--- config.mk ---
export PLATFORM = sky130hd
export DESIGN_NAME = port_b_pin_function_logic
export DESIGN_NICKNAME = d
export VERILOG_FILES = /design/src/design/port_b_pkg.sv /design/src/design/port_b_pin_function_logic.sv /design/src/design/pin_sync.sv
export VERILOG_INCLUDE_DIRS = /design/src /design/src/design
export SDC_FILE = /design/constraint.sdc
export NUM_CORES = 1
export LEC_CHECK = 0
export BUFFER_PORTS_ARGS = -buffer_cell sky130_fd_sc_hd__buf_2
export CORE_MARGIN = 3
export CORE_UTILIZATION = 40
export DETAILED_ROUTE_END_ITERATION = 12
export GPL_ROUTABILITY_DRIVEN = 0
export PLACE_DENSITY = 0.72
export SYNTH_ARGS = -nofsm -noshare
export SYNTH_HDL_FRONTEND = slang
export SYNTH_SLANG_ARGS = --single-unit
--- constraint.sdc ---
create_clock -name clock -period 1.25 [get_ports clock]
set_input_delay 0.0625 -clock clock [delete_from_list [all_inputs] [get_ports clock]]
set_output_delay 0.0625 -clock clock [all_outputs]
set_load 0.01 [all_outputs]
--- src/design/port_b_map.svh ---
// Constants for the port B pin function logic: reset values, pin indices.
// Assumes inclusion by the package and the modules of this block only.
`ifndef PORT_B_MAP_SVH
`define PORT_B_MAP_SVH
`define PB_WIDTH 8
`define PB_DATA_RST 8'h00
`define PB_DIR_RST 8'h00
`define PB_PULL_RST 8'h00
`define PB_DIE_RST 8'hFF
`define PB_WAKE_RST 8'h00
`define PB_INT_PIN 0
`define PB_T3_PIN_A 5
`define PB_T3_PIN_B 6
`define PB_T2_PIN_A 4
`define PB_T2_PIN_B 2
`define PB_G0_PIN_A 5
`define PB_G0_PIN_B 4
`define PB_G1_PIN 6
`define PB_G2_PIN_A 3
`define PB_G2_PIN_B 2
`define EDGE_MODE_BOTH 2'h3
`define PB_ARM_CYCLES 2'h3
`endif

--- src/design/port_b_pkg.sv ---
// Types for the port B pin function logic.
// Assumes the constants header sits beside it.
`include "port_b_map.svh"
package port_b_pkg;
  typedef logic [`PB_WIDTH-1:0] pin_vec_t;
  // Alternate source choice per pin
  typedef enum logic [2:0] {
    SRC_GPIO = 3'h0,
    SRC_T2 = 3'h1,
    SRC_T3 = 3'h2,
    SRC_G0 = 3'h3,
    SRC_G1 = 3'h4,
    SRC_G2 = 3'h5
  } alt_src_e;
endpackage : port_b_pkg

--- src/design/port_b_pin_function_logic.sv ---
// Port B pin logic: direction, pull-up, input enable, wake, edge interrupt
// and alternate timer/PWM outputs. Assumes the pad turns pin_oe into drive
// and pull_en into a weak pull-up; all control comes in as plain ports.
`timescale 1ns/10ps
`include "port_b_map.svh"
// Functional notes
// RULE1 - [RULE1] Each bit is input or push-pull output, each with own pull-up.
// RULE2 - [RULE2] Input-enable bit n gates pin n's digital input buffer.
// RULE3 - [RULE3] Software clears input-enable on pins used as analog inputs.
// RULE4 - [RULE4] Any pin may wake; wake is off while its input-enable is 0.
// RULE5 - [RULE5] Pin 0 is interrupt line one, requesting on both edges.
// RULE6 - [RULE6] Timer three output selectable onto pins 5 and 6.
// RULE7 - [RULE7] Timer two output selectable onto pins 4 and 2.
// RULE8 - [RULE8] PWM 0 to pins 5,4; PWM 1 to pin 6; PWM 2 to 3,2.
// RULE9 - [RULE9] An enabled alternate output replaces the port data bit.
module port_b_pin_function_logic (
  input wire logic clock,
  input wire logic rst,
  input wire port_b_pkg::pin_vec_t pin_in,
  input wire port_b_pkg::pin_vec_t port_data,
  input wire port_b_pkg::pin_vec_t port_dir,
  input wire port_b_pkg::pin_vec_t pull_up_sel,
  input wire port_b_pkg::pin_vec_t input_enable,
  input wire port_b_pkg::pin_vec_t wake_enable,
  input wire logic sleeping,
  input wire logic int_line_enable,
  input wire logic timer_two_pwm_out,
  input wire logic timer_three_pwm_out,
  input wire logic wide_pwm_zero_out,
  input wire logic wide_pwm_one_out,
  input wire logic wide_pwm_two_out,
  input wire logic t3_on_pin5,
  input wire logic t3_on_pin6,
  input wire logic t2_on_pin4,
  input wire logic t2_on_pin2,
  input wire logic g0_on_pin5,
  input wire logic g0_on_pin4,
  input wire logic g1_on_pin6,
  input wire logic g2_on_pin3,
  input wire logic g2_on_pin2,
  output port_b_pkg::pin_vec_t pin_out,
  output port_b_pkg::pin_vec_t pin_oe,
  output port_b_pkg::pin_vec_t pull_en,
  output port_b_pkg::pin_vec_t port_read,
  output logic wake_request,
  output logic external_interrupt_line_one
);
  import port_b_pkg::*;

  pin_vec_t pin_sync_w;
  pin_vec_t gated_w;
  pin_vec_t drive_w;
  pin_vec_t alt_en_w;
  logic int_prev_reg;
  pin_vec_t wake_ref_reg;
  logic [1:0] arm_reg;
  logic armed_w;

  // Pads are asynchronous, so every input sees two flops first
  pin_sync u_sync (
    .clock(clock),
    .rst(rst),
    .async_in(pin_in),
    .sync_out(pin_sync_w)
  );

  // Choose the source for one pin; later alternates take precedence
  function automatic logic pick(input logic gpio, input logic en_a,
                                input logic sig_a, input logic en_b,
                                input logic sig_b);
    logic r;
    r = gpio;
    if (en_a) begin
      r = sig_a;
    end
    if (en_b) begin
      r = sig_b;
    end
    return r;
  endfunction : pick

  // Alternate output muxing onto the selected pins
  always_comb begin
    drive_w = port_data;
    alt_en_w = 8'h00;
    drive_w[`PB_T3_PIN_B] = pick(port_data[`PB_T3_PIN_B], t3_on_pin6,
      timer_three_pwm_out, g1_on_pin6, wide_pwm_one_out); // [RULE6] [RULE8]
    drive_w[`PB_T3_PIN_A] = pick(port_data[`PB_T3_PIN_A], t3_on_pin5,
      timer_three_pwm_out, g0_on_pin5, wide_pwm_zero_out); // [RULE6] [RULE8]
    drive_w[`PB_T2_PIN_A] = pick(port_data[`PB_T2_PIN_A], t2_on_pin4,
      timer_two_pwm_out, g0_on_pin4, wide_pwm_zero_out); // [RULE7] [RULE8]
    drive_w[`PB_G2_PIN_A] = pick(port_data[`PB_G2_PIN_A], 1'b0, 1'b0,
      g2_on_pin3, wide_pwm_two_out); // [RULE8]
    drive_w[`PB_T2_PIN_B] = pick(port_data[`PB_T2_PIN_B], t2_on_pin2,
      timer_two_pwm_out, g2_on_pin2, wide_pwm_two_out); // [RULE7] [RULE8]
    alt_en_w[`PB_T3_PIN_B] = t3_on_pin6 | g1_on_pin6;
    alt_en_w[`PB_T3_PIN_A] = t3_on_pin5 | g0_on_pin5;
    alt_en_w[`PB_T2_PIN_A] = t2_on_pin4 | g0_on_pin4;
    alt_en_w[`PB_G2_PIN_A] = g2_on_pin3;
    alt_en_w[`PB_T2_PIN_B] = t2_on_pin2 | g2_on_pin2;
  end

  // Input buffer gating; a disabled buffer reads as 0, and an analog pin
  // left enabled would leak, which software must avoid [RULE3]
  assign gated_w = pin_sync_w & input_enable; // [RULE2]

  // Edge and wake compares wait until the synchroniser holds real pad
  // levels, so a pin idling high gives no false interrupt after reset
  always_ff @(posedge clock) begin
    if (rst) begin
      arm_reg <= 2'h0;
    end else if (arm_reg != `PB_ARM_CYCLES) begin
      arm_reg <= arm_reg + 2'h1;
    end
  end
  assign armed_w = (arm_reg == `PB_ARM_CYCLES);

  // Pad controls are registered so outputs come from flops
  always_ff @(posedge clock) begin
    if (rst) begin
      pin_out <= `PB_DATA_RST;
      pin_oe <= `PB_DIR_RST;
      pull_en <= `PB_PULL_RST;
    end else begin
      pin_out <= drive_w; // [RULE9]
      pin_oe <= port_dir | alt_en_w; // [RULE1] [RULE9]
      pull_en <= pull_up_sel & ~(port_dir | alt_en_w); // [RULE1]
    end
  end

  // Readback of the gated input path
  always_ff @(posedge clock) begin
    if (rst) begin
      port_read <= 8'h00;
    end else begin
      port_read <= gated_w; // [RULE2]
    end
  end

  // Both-edge detect on pin 0, one-cycle request pulse
  always_ff @(posedge clock) begin
    if (rst) begin
      int_prev_reg <= 1'b0;
      external_interrupt_line_one <= 1'b0;
    end else begin
      int_prev_reg <= gated_w[`PB_INT_PIN];
      external_interrupt_line_one <= int_line_enable & armed_w &
        (gated_w[`PB_INT_PIN] ^ int_prev_reg); // [RULE5]
    end
  end

  // Wake on any change versus the level seen when awake; masked by the
  // input enable so a floating analog pin cannot wake the part
  always_ff @(posedge clock) begin
    if (rst) begin
      wake_ref_reg <= 8'h00;
      wake_request <= 1'b0;
    end else begin
      if (!sleeping) begin
        wake_ref_reg <= gated_w;
      end
      wake_request <= sleeping & armed_w & |((gated_w ^ wake_ref_reg)
        & wake_enable & input_enable); // [RULE4]
    end
  end

  property p_int_edge;
    @(posedge clock) disable iff (rst)
      (int_line_enable && armed_w && $changed(gated_w[`PB_INT_PIN]))
      |=> external_interrupt_line_one;
  endproperty
  a_int_edge: assert property (p_int_edge) // [RULE5]
    else $error("edge on pin 0 gave no interrupt");

  property p_int_quiet;
    @(posedge clock) disable iff (rst)
      $stable(gated_w[`PB_INT_PIN]) |=> !external_interrupt_line_one;
  endproperty
  a_int_quiet: assert property (p_int_quiet) // [RULE5]
    else $error("interrupt without edge");

  property p_int_off;
    @(posedge clock) disable iff (rst)
      !int_line_enable |=> !external_interrupt_line_one;
  endproperty
  a_int_off: assert property (p_int_off) // [RULE5]
    else $error("interrupt while line disabled");

  property p_die_gate;
    @(posedge clock) disable iff (rst)
      !input_enable[1] |=> !port_read[1];
  endproperty
  a_die_gate: assert property (p_die_gate) // [RULE2]
    else $error("disabled input buffer read high");

  property p_wake_mask;
    @(posedge clock) disable iff (rst)
      (input_enable == 8'h00) |=> !wake_request;
  endproperty
  a_wake_mask: assert property (p_wake_mask) // [RULE4]
    else $error("wake from disabled input");

  property p_dir_out;
    @(posedge clock) disable iff (rst)
      port_dir[1] |=> (pin_oe[1] && pin_out[1] == $past(port_data[1]));
  endproperty
  a_dir_out: assert property (p_dir_out) // [RULE1]
    else $error("output pin not driving its data");

  property p_t3_pin6;
    @(posedge clock) disable iff (rst)
      (t3_on_pin6 && !g1_on_pin6)
      |=> (pin_out[6] == $past(timer_three_pwm_out) && pin_oe[6]);
  endproperty
  a_t3_pin6: assert property (p_t3_pin6) // [RULE6]
    else $error("timer three missing on pin 6");

  property p_t2_pin4;
    @(posedge clock) disable iff (rst)
      (t2_on_pin4 && !g0_on_pin4)
      |=> pin_out[4] == $past(timer_two_pwm_out);
  endproperty
  a_t2_pin4: assert property (p_t2_pin4) // [RULE7]
    else $error("timer two missing on pin 4");

  property p_g2_pin3;
    @(posedge clock) disable iff (rst)
      g2_on_pin3 |=> (pin_out[3] == $past(wide_pwm_two_out) && pin_oe[3]);
  endproperty
  a_g2_pin3: assert property (p_g2_pin3) // [RULE8] [RULE9]
    else $error("pwm two missing on pin 3");

  c_int: cover property (@(posedge clock) external_interrupt_line_one);
  c_wake: cover property (@(posedge clock) wake_request);
  c_alt: cover property (@(posedge clock) g0_on_pin5 && pin_oe[5]);
  c_int_off: cover property (@(posedge clock) !int_line_enable &&
    $changed(gated_w[`PB_INT_PIN]));
  c_wake_masked: cover property (@(posedge clock) sleeping &&
    (input_enable == 8'h00));
endmodule : port_b_pin_function_logic

--- src/design/pin_sync.sv ---
// Two-flop synchroniser for the eight pad inputs.
// Assumes pins are asynchronous to clock.
`timescale 1ns/10ps
module pin_sync (
  input wire logic clock,
  input wire logic rst,
  input wire logic [7:0] async_in,
  output logic [7:0] sync_out
);
  logic [7:0] meta_reg;
  // First stage feeds only the second stage
  always_ff @(posedge clock) begin
    if (rst) begin
      meta_reg <= 8'h00;
      sync_out <= 8'h00;
    end else begin
      meta_reg <= async_in;
      sync_out <= meta_reg;
    end
  end
endmodule : pin_sync

Yosys cells after proc, flatten, opt, wreduce, memory -nomap -nowiden

Index checks and enable logic that the tools add are counted.

Logic and storage cells: 40
Flip-flop bits (word level): 61
Input port bits: 66

Bitwise operators: 16
Reductions and logical operators: 1
Multiplexer cells: 9
Eq/ne operators: 2
Add/subtract/negate cells: 1

Operators with widths:

| cell                                                          | number |
|---|---|
| 8-bit bitwise AND                                             | 4 |
| 1-bit 2-to-1 mux                                              | 9 |
| 8-bit NOT                                                     | 1 |
| 8-bit by 7-bit OR with 8-bit output                           | 1 |
| 8-bit OR reduction                                            | 1 |
| 8-bit XOR                                                     | 1 |
| 1-bit bitwise AND                                             | 4 |
| 1-bit OR                                                      | 4 |
| 2-bit by 1-bit adder with 2-bit output, second input constant | 1 |
| 2-bit equality test, second input constant                    | 1 |
| 2-bit != test, second input constant                          | 1 |
| 1-bit XOR                                                     | 1 |

Logic depth before layout (Yosys ltp)

Word-level depth: 6
Mapped depth: 5
Mapped depth without buffers: 3

Cells and area by module

From an unflattened synthesis, not the netlist that was laid out.

Cell total of the unflattened synthesis: 174
Area total of the unflattened synthesis: 1983.2 µm²

Modules (own cells, without submodules):

| module                    | times used | sequential area each (µm²) | cells an instance | area an instance (µm²) |
|---|---|---|---|---|
| port_b_pin_function_logic | 1          | 880.8                      | 141               | 1519.0 |
| pin_sync                  | 1          | 320.3                      | 33                | 464.2 |

Least setup slack after synthesis

OpenSTA, ideal clock, no wires.

Path type: register to register
Start point: reg wake_ref_reg[0]
End point: reg wake_request
Cell stages (with the launch flop): 4
Data arrival time: 0.910 ns
Path slack: 0.215 ns
Data required time: 1.125 ns
Period minus slack after synthesis: 1.035 ns
Cells stage by stage: dfxtp_1 -> xnor2_1 -> o22ai_1 -> o41a_1

Word-level cells in the longest chain between the ends: 5

Ends and longest elaborated chain:

| item                           | line                             | text |
|---|---|---|
| start: declaration             | port_b_pin_function_logic.sv:55  | `pin_vec_t wake_ref_reg;` |
| start signal: assignment       | port_b_pin_function_logic.sv:160 | `wake_ref_reg <= gated_w;` |
| 8-bit XOR                      | port_b_pin_function_logic.sv:162 | `wake_request <= sleeping & armed_w & \|((gated_w ^ wake_ref_reg)` |
| 8-bit bitwise AND (2 in a row) | port_b_pin_function_logic.sv:163 | `& wake_enable & input_enable);` |
| 8-bit OR reduction             | port_b_pin_function_logic.sv:162 |  |
| 1-bit bitwise AND              | port_b_pin_function_logic.sv:162 |  |
| end signal: assignment         | port_b_pin_function_logic.sv:162 |  |
| end: declaration               | port_b_pin_function_logic.sv:45  | `output logic wake_request,` |

No other way between the ends.
A chain may end at the register's enable or synchronous reset.

Worst setup path after layout

Start point: in port_dir[1]
End point: reg pull_en[1]

Word-level cells in the longest chain between the ends: 3

Ends and longest elaborated chain:

| item                                | line                             | text |
|---|---|---|
| start: declaration                  | port_b_pin_function_logic.sv:21  | `input wire port_b_pkg::pin_vec_t port_dir,` |
| 8-bit by 7-bit OR with 8-bit output | port_b_pin_function_logic.sv:127 | `pull_en <= pull_up_sel & ~(port_dir \| alt_en_w);` |
| 8-bit NOT                           | port_b_pin_function_logic.sv:127 |  |
| 8-bit bitwise AND                   | port_b_pin_function_logic.sv:127 |  |
| end signal: assignment              | port_b_pin_function_logic.sv:123 | `` pull_en <= `PB_PULL_RST; `` |
| end signal: assignment              | port_b_pin_function_logic.sv:127 |  |
| end: declaration                    | port_b_pin_function_logic.sv:43  | `output port_b_pkg::pin_vec_t pull_en,` |

No other way between the ends.

==> flow_summary_export.csv <==
group,metric,value,unit
logic_synthesis,synth-simple-area-share,23.1,%
route,vias,1804,
finish,nNetsFinal,408,
route,wl_per_cell,11.3,um
route,wl_met1,1910,um
logic_synthesis,synth-edff-count,0,
logic_synthesis,synth_xor_area_share,4.41,%
route,routed_wl,4660,um
timing,whs,0.0140,ns
setup_path,critPathKind,"in2reg",
timing,fin_skew,0.00363,ns
setup_path,required,1.51,ns
route,firstDrtPassIters,4,
floorplanning,die-area,5850,um^2
clock_network,clk_latency,0.32,ns
logic_synthesis,synth.area.top_cells,"dfxtp_1, nor2b_1, nand2_1",
finish,n_antenna_cell,0,
floorplanning,dieHeight,76.5,um
setup_path,worst_path_most_repeated_cell,"dlygate4sd3_1",
route,highest_layer,"met4",
floorplanning,io-pin-count,100,
pwr,p_per_area,1270,nW/um^2
global_route,grt_max_degree,22,
global_route,grt_pass1_wl,7940,um
floorplanning,placementRows,25,
logic_synthesis,syn-num-nets,259,
route,drt_iter0_drc,65,
pwr,power,4.06,mW
setup_path,cpPeakStageDelay,0.56,ns
timing,setup_viol,0,
placement,dp_hpwl,3100,um
logic_synthesis,synth_compound_area_share,3.96,%
timing,period_needed,1.20,ns
global_route,grt-ovfl-total,0,
logic_synthesis,synth_top_family_by_area,"simple AND/OR/NAND/NOR gates",
setup_path,arrival,1.46,ns
route,wl_met3,378,um
setup_path,path_buf_inv,3,
timing,slew_headroom,81.2,%
placement,io_buffers,99,
setup_path,critPathSlowestCell,"dlygate4sd3_1",
timing,clock.fmax,834,MHz
setup_path,crit_path_start_kind,"input pin",
finish,fin_cells,413,
logic_synthesis,yosysWarnings,0,
timing,layout_setup_ws,0.0513,ns
logic_synthesis,synth_mux_area_share,5.29,%
setup_path,crit_family,"buffers and inverters",
clock_network,numCtsBuffers,9,
timing,setup_tns,0,ns
logic_synthesis,yosysSeqAreaShare,60.4,%
floorplanning,core_area,4750,um^2
logic_synthesis,syn_inst,192,
flow_run,cap_violations,0,
pwr,vdd_drop_max,0.000662,V
timing,drv_slew,0,
global_route,grt_pass1_vias,1828,
run_status,outcome,"completed",
route,wl_met2,2310,um
global_route,antenna_found_initial,0,
timing,finalCritPeriodShare,95.9,%
setup_path,cp-end-kind,"flip-flop",
timing,hold_viol_final,0,
placement,place_inst,352,
logic_synthesis,async_flop_share,0,%
logic_synthesis,avgSynthCellArea,10.4,um^2
logic_synthesis,synth.distinct_cells,21,
logic_synthesis,synth-main-ff-cell,"dfxtp_1",
clock_network,postCtsSetupBuffers,0,
placement,dp_slack,0.131,ns
clock_network,root_buffer,"clkbuf_8",
clock_network,cts.htree.levels,3,
route,via_per_inst,4.37,
clock_network,clockBufferDepth,2,
clock_network,cts_num_sinks,60,
route,drc,0,
finish,drive_above_1_share,35.5,%
global_route,track_usage,17.1,%
setup_path,crit_chain,"dlygate4sd3_1, buf_2, nor3b_1, dlygate4sd3_1",
logic_synthesis,yosys_register_bits,60,
pwr,leakage,1.51,nW
setup_path,critical_path.max_fanout,2,
clock_network,cts_tree,"done",
clock_network,clkTransAtPathRegs,0.06,ns
finish,regArea,1200,um^2
finish,multi_input_area,748,um^2
logic_synthesis,yosysTopAreaCell,"dfxtp_1",
setup_path,regToRegSetupSlack,0.13,ns
finish,fill_cells,399,
timing,rsz0062_at_grt,"false",
finish,synthToLayoutAreaGrowth,60.4,%
floorplanning,initial_utilization,41.8,%
logic_synthesis,yosysTopAreaCellShare,60.4,%
route,ant_nets,0,
hold_path,hold_class,"in2reg",
timing,worst_pin_slew,0.279,ns
logic_synthesis,synth_area,1990,um^2
logic_synthesis,synth_fa_ha_area_share,0.629,%
floorplanning,fp.dieW,76.5,um
-- metal layers --
metal,vias up,GRT usage [%]
li1,921,-
met1,803,19.1
met2,72,28.9
met3,8,5.44
met4,0,9.06
met5,-,0
-- where the power goes --
group          internal [mW]  switching (mW)  leakage, nW
clock network          0.871           0.693       0.0982
registers               2.00          0.0298        0.494
logic                  0.283           0.187        0.915
-- layout make-up --
cell class / count / share of cell area, %
clock inverter: 4 / 0.706
sequential: 60 / 37.7
tap: 67 / 2.63
clock buffer: 12 / 5.18
timing repair buffer: 147 / 30.4
multi-input combinational: 123 / 23.5
-- per-stage QoR --
step | cell area, um^2 | utilization (%)
after floorplan | 1990 | -
after global routing | 3190 | 67.1
after CTS | 3180 | 67.0
after detailed placement | 2550 | 53.6
final | 3190 | 67.1
after global placement | 2550 | 53.6
-- placed cells by master (no fill, tap or decap), types with 6 or more instances in the layout --
cell type / Yosys / layout
nor2_1: 22 / 22
xnor2_1: 9 / 9
dlygate4sd3_1: 0 / 45
o21ai_0: 7 / 7
buf_2: 5 / 99
mux2i_1: 6 / 6
nor2b_1: 29 / 29
dfxtp_1: 60 / 60
clkbuf_8: 0 / 12
nand2_1: 24 / 24
-- cells by family after synthesis --
logic type | Yosys count
flops | 60
compound gates | 13
simple gates | 89
fa+ha+maj | 1
xor+xnor | 10
mux | 10
buf+inv | 9
-- synthesized netlist by cell type, types with 3 or more instances --
library cell,number
dfxtp_1,60
nor2b_1,29
nand2_1,24
nor2_1,22
xnor2_1,9
o21ai_0,7
mux2i_1,6
and3b_1,5
buf_2,5
mux2_2,4
nor3_1,4
o22ai_1,4
clkbuf_1,3
nor3b_1,3
-- worst paths after layout --
| path | startpoint | end | cells after the start |
|---|---|---|---|
| max | port_dir[1] | pull_en[1] | 4 |
| max reg2reg | wake_ref_reg[0] | wake_request | 3 |
| min | g0_on_pin5 | pin_oe[5] | 3 |
| min reg2reg | u_sync.meta_reg[2] | u_sync.sync_out[2] | 1 |
-- what timing repair did --
item,in CTS,in global routing
setup endpoints to repair,0,1
hold buffers,45,0
resized for setup,0,1
endpoints found under the hold margin,38,0
-- worst min-delay path, delay by kind of cell --
| kind | cells | cell delay [ns] |
|---|---|---|
| and+or+nand+nor | 2 | 0.13 |
| buffers and inverters | 1 | 0.10 |
(Power assumes the default switching activity.)
